--- src/rtl/qsr_pkg.sv ---
// qsr_pkg: constants for the quad bidirectional recirculating shift register
// assumes: included before every qsr design module
package qsr_pkg;
	localparam int QSR_LEN_LONG = 133;
	localparam int QSR_LEN_SHORT = 81;
	localparam int QSR_NUM_REGS = 4;
	localparam int QSR_FIFO_DEPTH = 16;
	localparam int QSR_SYNC_STAGES = 3;
	localparam logic QSR_DIR_RIGHT = 1'h0;
	localparam logic QSR_DIR_LEFT = 1'h1;
	localparam logic [3:0] QSR_RST_VAL = 4'h0;
	typedef enum logic [1:0] {QSR_ST_IDLE, QSR_ST_STEP} qsr_state_t;
endpackage

--- src/rtl/qsr_fifo.sv ---
// qsr_fifo: synchronous fifo with valid/ready on both sides
// assumes: single clock, synchronous active-high reset
`timescale 1ns/1ps
module qsr_fifo
	import qsr_pkg::*;
#(
	parameter int WIDTH = 4,
	parameter int DEPTH = QSR_FIFO_DEPTH
) (
	input wire logic ref_clk_in, // system clock
	input wire logic rst_in, // synchronous reset
	input wire logic in_valid_in, // write request
	output logic in_ready_out, // space available
	input wire logic [WIDTH-1:0] in_data_in, // write word
	output logic out_valid_out, // word available
	input wire logic out_ready_in, // read accept
	output logic [WIDTH-1:0] out_data_out // head word
);
	localparam int AW = $clog2(DEPTH);
	logic [WIDTH-1:0] mem_r [DEPTH];
	logic [AW-1:0] wr_r, wr_nxt, rd_r, rd_nxt;
	logic [AW:0] cnt_r, cnt_nxt;
	logic push, pop;

	assign in_ready_out = (cnt_r != (AW+1)'(DEPTH));
	assign out_valid_out = (cnt_r != '0);
	assign out_data_out = mem_r[rd_r];
	assign push = in_valid_in && in_ready_out;
	assign pop = out_valid_out && out_ready_in;

	always_comb begin
		wr_nxt = push ? wr_r + 1'b1 : wr_r;
		rd_nxt = pop ? rd_r + 1'b1 : rd_r;
		cnt_nxt = cnt_r + (AW+1)'(push) - (AW+1)'(pop);
	end

	always_ff @(posedge ref_clk_in) begin
		if (rst_in) begin
			wr_r <= '0;
			rd_r <= '0;
			cnt_r <= '0;
		end else begin
			wr_r <= wr_nxt;
			rd_r <= rd_nxt;
			cnt_r <= cnt_nxt;
		end
	end

	always_ff @(posedge ref_clk_in) begin
		if (push) begin
			mem_r[wr_r] <= in_data_in;
		end
	end
endmodule

--- src/rtl/qsr_quad_shift.sv ---
// qsr_quad_shift: four static shift registers with shared direction control
// assumes: pins arrive asynchronously; shift steps are rising edges of step pin
`timescale 1ns/1ps
// Summary of operation
// - four independent shift registers, 133 or 81 bits long.
// - each register has its own serial input and serial output.
// - one direction select governs all four registers together.
// - direction low loads and shifts right; high shifts left.
// - recirculate select abc feeds outputs of a, b, c back to inputs.
// - recirculate select d takes d input from recirculate input d pin.
// - clear forces outputs low without waiting for a step and clears all registers.
// - new bit enters on each rising step edge when recirculate low.
// - serial outputs change only on a rising step edge or when clear goes high.
// - contents hold unchanged while step clock is stopped.
// - last bit position is usable as flag storage.
module qsr_quad_shift
	import qsr_pkg::*;
#(
	parameter int LEN = QSR_LEN_LONG,
	parameter int FIFO_DEPTH = QSR_FIFO_DEPTH
) (
	input wire logic ref_clk_in, // 200 MHz system clock
	input wire logic rst_in, // synchronous reset
	input wire logic step_clk_in, // shift clock pin
	input wire logic clear_input_in, // clear pin, high active
	input wire logic shift_direction_select_in, // low right/load, high left
	input wire logic recirc_select_abc_in, // recirculate a, b, c
	input wire logic recirc_select_d_in, // recirculate d from pin
	input wire logic recirc_input_d_in, // alternate d input
	input wire logic [3:0] serial_in_in, // data inputs d..a
	output logic serial_out_a_out, // register a output
	output logic serial_out_b_out, // register b output
	output logic serial_out_c_out, // register c output
	output logic serial_out_d_out, // register d output
	output logic [3:0] flag_bits_out, // last positions d..a
	output logic step_overrun_out // step lost, fifo full
);
	localparam int NP = 6;
	logic [NP-1:0] pin_async;
	logic [NP-1:0] s1_r, s2_r, s3_r, s1_nxt, s2_nxt, s3_nxt;
	logic [NP-1:0] pins;
	logic step_lvl, clr_lvl;
	logic fifo_in_ready, fifo_out_valid, fifo_out_ready;
	logic [5:0] fifo_out_data;
	logic [LEN-1:0] sr_r [QSR_NUM_REGS];
	logic [LEN-1:0] sr_nxt [QSR_NUM_REGS];
	logic [3:0] out_r, out_nxt;
	logic step_prev_r, step_prev_nxt;
	logic ovr_r, ovr_nxt;
	logic step_rise;
	logic [3:0] in_bit;
	qsr_state_t st_r, st_nxt;

	assign pin_async = {step_clk_in, clear_input_in, shift_direction_select_in,
		recirc_select_abc_in, recirc_select_d_in, recirc_input_d_in};

	// three-stage pin synchroniser; change accepted when stages two and three agree
	always_comb begin
		s1_nxt = pin_async;
		s2_nxt = s1_r;
		s3_nxt = s2_r;
	end

	always_ff @(posedge ref_clk_in) begin
		if (rst_in) begin
			s1_r <= '0;
			s2_r <= '0;
			s3_r <= '0;
		end else begin
			s1_r <= s1_nxt;
			s2_r <= s2_nxt;
			s3_r <= s3_nxt;
		end
	end

	logic [NP-1:0] pins_r, pins_nxt;
	always_comb begin
		for (int i = 0; i < NP; i++) begin
			pins_nxt[i] = (s2_r[i] == s3_r[i]) ? s3_r[i] : pins_r[i];
		end
	end

	always_ff @(posedge ref_clk_in) begin
		if (rst_in) begin
			pins_r <= '0;
		end else begin
			pins_r <= pins_nxt;
		end
	end

	assign pins = pins_r;
	assign step_lvl = pins[5];
	assign clr_lvl = pins[4];

	// serial data sampled in a separate stage bank with the same timing as the controls
	logic [3:0] d1_r, d2_r, d3_r, dq_r, d1_nxt, d2_nxt, d3_nxt, dq_nxt;
	always_comb begin
		d1_nxt = serial_in_in;
		d2_nxt = d1_r;
		d3_nxt = d2_r;
		for (int i = 0; i < 4; i++) begin
			dq_nxt[i] = (d2_r[i] == d3_r[i]) ? d3_r[i] : dq_r[i];
		end
	end

	always_ff @(posedge ref_clk_in) begin
		if (rst_in) begin
			d1_r <= QSR_RST_VAL;
			d2_r <= QSR_RST_VAL;
			d3_r <= QSR_RST_VAL;
			dq_r <= QSR_RST_VAL;
		end else begin
			d1_r <= d1_nxt;
			d2_r <= d2_nxt;
			d3_r <= d3_nxt;
			dq_r <= dq_nxt;
		end
	end

	// rising step edge with its controls queued in order
	assign step_rise = step_lvl && !step_prev_r;

	qsr_fifo #(
		.WIDTH(6),
		.DEPTH(FIFO_DEPTH)
	) u_fifo (
		.ref_clk_in(ref_clk_in),
		.rst_in(rst_in || clr_lvl),
		.in_valid_in(step_rise && !clr_lvl),
		.in_ready_out(fifo_in_ready),
		.in_data_in({pins[3], pins[2], pins[1], pins[0], dq_r[3], dq_r[0]}),
		.out_valid_out(fifo_out_valid),
		.out_ready_in(fifo_out_ready),
		.out_data_out(fifo_out_data)
	);

	// b and c data carried from sampled bank at step time
	logic [1:0] bc_q [FIFO_DEPTH];
	logic [$clog2(FIFO_DEPTH)-1:0] bcw_r, bcw_nxt, bcr_r, bcr_nxt;

	always_comb begin
		bcw_nxt = (step_rise && !clr_lvl && fifo_in_ready) ? bcw_r + 1'b1 : bcw_r;
		bcr_nxt = (fifo_out_valid && fifo_out_ready) ? bcr_r + 1'b1 : bcr_r;
	end

	always_ff @(posedge ref_clk_in) begin
		if (rst_in || clr_lvl) begin
			bcw_r <= '0;
			bcr_r <= '0;
		end else begin
			bcw_r <= bcw_nxt;
			bcr_r <= bcr_nxt;
		end
		if (step_rise && !clr_lvl && fifo_in_ready) begin
			bc_q[bcw_r] <= dq_r[2:1];
		end
	end

	// one queued step applied per idle->step cycle
	always_comb begin
		st_nxt = st_r;
		fifo_out_ready = 1'b0;
		unique case (st_r)
			QSR_ST_IDLE: begin
				if (fifo_out_valid) begin
					st_nxt = QSR_ST_STEP;
				end
			end
			QSR_ST_STEP: begin
				fifo_out_ready = 1'b1;
				st_nxt = QSR_ST_IDLE;
			end
		endcase
	end

	always_comb begin
		in_bit = {fifo_out_data[1], bc_q[bcr_r], fifo_out_data[0]};
		if (fifo_out_data[4]) begin
			in_bit[0] = out_r[0];
			in_bit[1] = out_r[1];
			in_bit[2] = out_r[2];
		end
		if (fifo_out_data[3]) begin
			in_bit[3] = fifo_out_data[2];
		end
		for (int r = 0; r < QSR_NUM_REGS; r++) begin
			sr_nxt[r] = sr_r[r];
			if (fifo_out_ready) begin
				if (fifo_out_data[5] == QSR_DIR_LEFT) begin
					sr_nxt[r] = {sr_r[r][LEN-2:0], in_bit[r]};
				end else begin
					sr_nxt[r] = {in_bit[r], sr_r[r][LEN-1:1]};
				end
			end
			out_nxt[r] = (fifo_out_data[5] == QSR_DIR_LEFT) ? sr_nxt[r][LEN-1] : sr_nxt[r][0];
			if (!fifo_out_ready) begin
				out_nxt[r] = out_r[r];
			end
		end
		step_prev_nxt = step_lvl;
		ovr_nxt = ovr_r | (step_rise && !clr_lvl && !fifo_in_ready);
	end

	always_ff @(posedge ref_clk_in) begin
		if (rst_in || clr_lvl) begin
			for (int r = 0; r < QSR_NUM_REGS; r++) begin
				sr_r[r] <= '0;
			end
			out_r <= QSR_RST_VAL;
			st_r <= QSR_ST_IDLE;
			ovr_r <= 1'b0;
		end else begin
			for (int r = 0; r < QSR_NUM_REGS; r++) begin
				sr_r[r] <= sr_nxt[r];
			end
			out_r <= out_nxt;
			st_r <= st_nxt;
			ovr_r <= ovr_nxt;
		end
	end

	always_ff @(posedge ref_clk_in) begin
		if (rst_in) begin
			step_prev_r <= 1'b0;
		end else begin
			step_prev_r <= step_prev_nxt;
		end
	end

	// clear drives outputs low without waiting for a step
	assign serial_out_a_out = out_r[0] & ~clr_lvl;
	assign serial_out_b_out = out_r[1] & ~clr_lvl;
	assign serial_out_c_out = out_r[2] & ~clr_lvl;
	assign serial_out_d_out = out_r[3] & ~clr_lvl;
	always_comb begin
		for (int r = 0; r < QSR_NUM_REGS; r++) begin
			flag_bits_out[r] = sr_r[r][LEN-1];
		end
	end
	assign step_overrun_out = ovr_r;
endmodule

--- config.mk ---
export PLATFORM = sky130hd
export DESIGN_NAME = qsr_quad_shift
export DESIGN_NICKNAME = d
export VERILOG_FILES = /design/src/rtl/qsr_pkg.sv /design/src/rtl/qsr_fifo.sv /design/src/rtl/qsr_quad_shift.sv
export SDC_FILE = /design/constraint.sdc
export NUM_CORES = 2
export LEC_CHECK = 0
export BUFFER_PORTS_ARGS = -buffer_cell sky130_fd_sc_hd__buf_4
export CAP_MARGIN = 40
export CORE_MARGIN = 2
export CORE_UTILIZATION = 25
export CTS_CLUSTER_SIZE = 25
export DETAILED_ROUTE_END_ITERATION = 6
export PLACE_DENSITY = 0.37
export SETUP_SLACK_MARGIN = 0.2
export SLEW_MARGIN = 30
export SYNTH_ARGS = -nofsm -noshare
export SYNTH_HDL_FRONTEND = slang
export SYNTH_SLANG_ARGS = --single-unit
--- constraint.sdc ---
create_clock -name ref_clk_in -period 4.6 [get_ports ref_clk_in]
set_input_delay 1.38 -clock ref_clk_in [delete_from_list [all_inputs] [get_ports ref_clk_in]]
set_output_delay 1.38 -clock ref_clk_in [all_outputs]
set_load 0.01 [all_outputs]
==> summary.txt <==
Synth area leader -> dfxtp_1
Pins over their slew limit -> 0
First-pass detailed-route iteration total -> 5
Final total power -> 22.8 mW
CTS root buf -> clkbuf_16
Deepest clock path buffer count -> 3
ANT cells -> 0
Final hold violations -> 0
Synth Warn # -> 0
Largest family of logic cells by synthesized area -> multiplexers
RSZ-0062 raised after global routing -> false
Routed vias -> 20194
Core Util, Final -> 28.2%
Hold_buf cts -> 0
Power Density -> 662 nW/um2
Syn Std Cell Area -> 30900 um2
DR iter-0 viols -> 1073
Initial antenna violation count -> 0
Syn_area_per_cell -> 10.7 um2
Final period util -> 68.3%
All-layer global routing usage -> 9.35%
Port Buf Inserts -> 20
Initial core utilization -> 25.3%
Largest net degree at the start of global routing -> 321
Post-CTS sizing -> 0
Vias in the first global route -> 19265
Simple-Gate Fraction of Synth Area -> 2.74%
Final Critical Period -> 3.14 ns
Mapped Nets -> 2923
H-tree depth -> 3
Leading cell types in the layout, fill and taps excluded -> 607 x dfxtp_1, 545 x o21ai_0, 545 x mux2i_1
CP Data Arrival Time -> 3.64 ns
Syn Inst Count -> 2895
CTS tree -> built
# nets final -> 2808
Number of synthesized register bits -> 736
Synth Area in Adders -> 0.672%
XOR/XNOR Fraction of Synth Area -> 0.425%
Outcome -> completed
Number of fill cells in the layout -> 12500
Worst skew pair latency -> 0.66 ns
Req. time, crit path -> 5.10 ns
Peak VDD IR -> 0.000274 V
DRC Markers -> 0
Chip height -> 356 um
Grt total ovfl -> 0
Post-synth top area share -> 39.4%
Area of the core -> 122000 um2
Clock skew -> 0.0286 ns
Commonest non-fill, non-tap cell in the layout -> dfxtp_1
DR WL/cell -> 13.3 um
Pleak -> 12.9 nW
Width of the die -> 356 um
Area taken by multi-input logic gates -> 12900 um2
Area delta synth->final -> 11.7%
Crit path kind -> flip-flop to flip-flop
Proportion of layout cells with a drive suffix above 1 -> 7.91%
Die ar. -> 126000 um2
Post-synthesis sequential area ratio -> 51.8%
I/O pins -> 21
Final setup viols -> 0
Slew HR -> 46.1%
Rows -> 128
Unique masters post-synth -> 40
Num CTS Buffers -> 88
Crit-path max FO -> 21
Clk pin slew, worst setup/hold paths -> 0.06 ns
Clock Sinks -> 736
Max Cap Viol -> 0
Post-DP HPWL -> 33.9 mm
Fmax -> 318 MHz
RD Place Congestion -> 0.679
Antenna Nets Post-Route -> 0
Total detailed-routing wirelength -> 59.6 mm
Post-CTS setup buffer count -> 0
Startpoint Class -> flip-flop
Worst-Margin Slew -> 0.804 ns
Synth Area in Compound Gates -> 18.1%
Setup tns final -> 0 ns
Crit. End Element -> flip-flop
FF+latch area -> 16000 um2
Vias/cell -> 4.52
Post-synthesis mux area share -> 19.8%
Top cells by area, synth -> dfxtp_1 39%, mux2i_1 18%, edfxtp_1 12%
Hold WC Path Type -> flip-flop to flip-flop
First-pass GRT wire length -> 101 mm
==> sequential cells by signal (all words and copies together), names as in the netlist, named ones only <==
register          cells
sr_r                532
u_fifo.mem_r         96
bc_q                 32
pins                  6
s1_r                  6
s2_r                  6
s3_r                  6
u_fifo.cnt_r          5
bcr_r                 4
bcw_r                 4
d1_r                  4
d2_r                  4
d3_r                  4
dq_r                  4
out_r                 4
u_fifo.rd_r           4
u_fifo.wr_r           4
st_r                  1
step_overrun_out      1
step_prev_r           1
==> power breakdown <==
part,total (mW),internal (mW),leakage (nW),switching [mW]
Clock,6.69,3.96,1.38,2.72
Combinational,6.24,2.75,5.37,3.49
Sequential,9.91,8.43,6.18,1.48
==> cell type report <==
class                   count  area share [%]
repair buffers             59            2.03
clock inverters            22           0.537
inverters                   9          0.0979
clock buffers             134            7.57
multi-input cells        1886            37.4
flip-flops and latches    736            46.4
well taps                1625            5.89
==> critical path, cell delays in order, from the launching register on <==
cell     delay, ns
dfxtp_1       0.71
buf_4         0.30
mux4_2        0.51
nand2_1       0.13
nand3_4       0.38
buf_4         0.38
buf_4         0.26
mux2i_1       0.19
a21oi_1       0.09
==> cell usage after synthesis <==
master,n
and2_1,2
a22oi_2,1
nand3_2,1
o211ai_1,3
nand3_1,13
dfxtp_1,608
nor3_1,9
or2_2,1
buf_2,8
a211oi_1,2
nor2b_1,39
nand3b_1,2
fa_1,1
buf_12,55
a41oi_1,1
and4_1,1
mux2i_1,545
o21a_1,1
nor2_1,61
nor4b_1,1
a31oi_1,6
clkinv_1,1
a21o_1,1
edfxtp_1,128
xnor2_1,6
clkbuf_1,190
a22oi_1,2
inv_1,8
a21oi_1,544
or3_1,2
buf_4,5
nand2b_1,5
nand4_1,8
buf_6,5
xor2_1,9
nand2_1,29
mux4_2,30
buf_1,1
ha_1,15
o21ai_0,545
==> path summary, 6_finish.rpt <==
| check | start | end | slack, ns | cells past startpoint |
|---|---|---|---|---|
| worst min register to register | s1_r[3] | s2_r[3] | 0.43 | 1 |
| worst max register to register | flip-flop | sr_r[2][122] | 1.46 | 8 |
| worst max-delay path | flip-flop | sr_r[2][122] | 1.46 | 8 |
| worst min-delay path | s1_r[3] | s2_r[3] | 0.43 | 1 |
==> routing by layer <==
metal  global-route usage, %  share of wire [%]
met5                       0                  0
met4                    3.14                2.5
met3                    2.00                3.1
met2                    14.7                 44
met1                    12.7                 50
==> logic make-up (layout without fill, tap and decap cells) <==
family,after synthesis,in the layout
xor gates and xnor gates,15,15
DFF,736,736
buffers and inverters,273,224
and+or+nand+nor,174,174
adders and majority gates,16,16
muxes,575,575
AOI/OAI and AO/OA,1106,1106
==> stage by stage <==
stage                     hold slack, ns  setup slack (ns)  cell area (um2)  cells
after CTS                          0.437              1.37            34400   4467
after detailed placement           0.424              1.40            31600   4311
after global placement             0.427              1.33            31600   4309
final                              0.432              1.46            34500   4471
after global routing               0.453              1.09            34500   4471
after floorplan                    0.414              1.99            30900   2895
No activity file was read; power rests on OpenSTA's default activity.
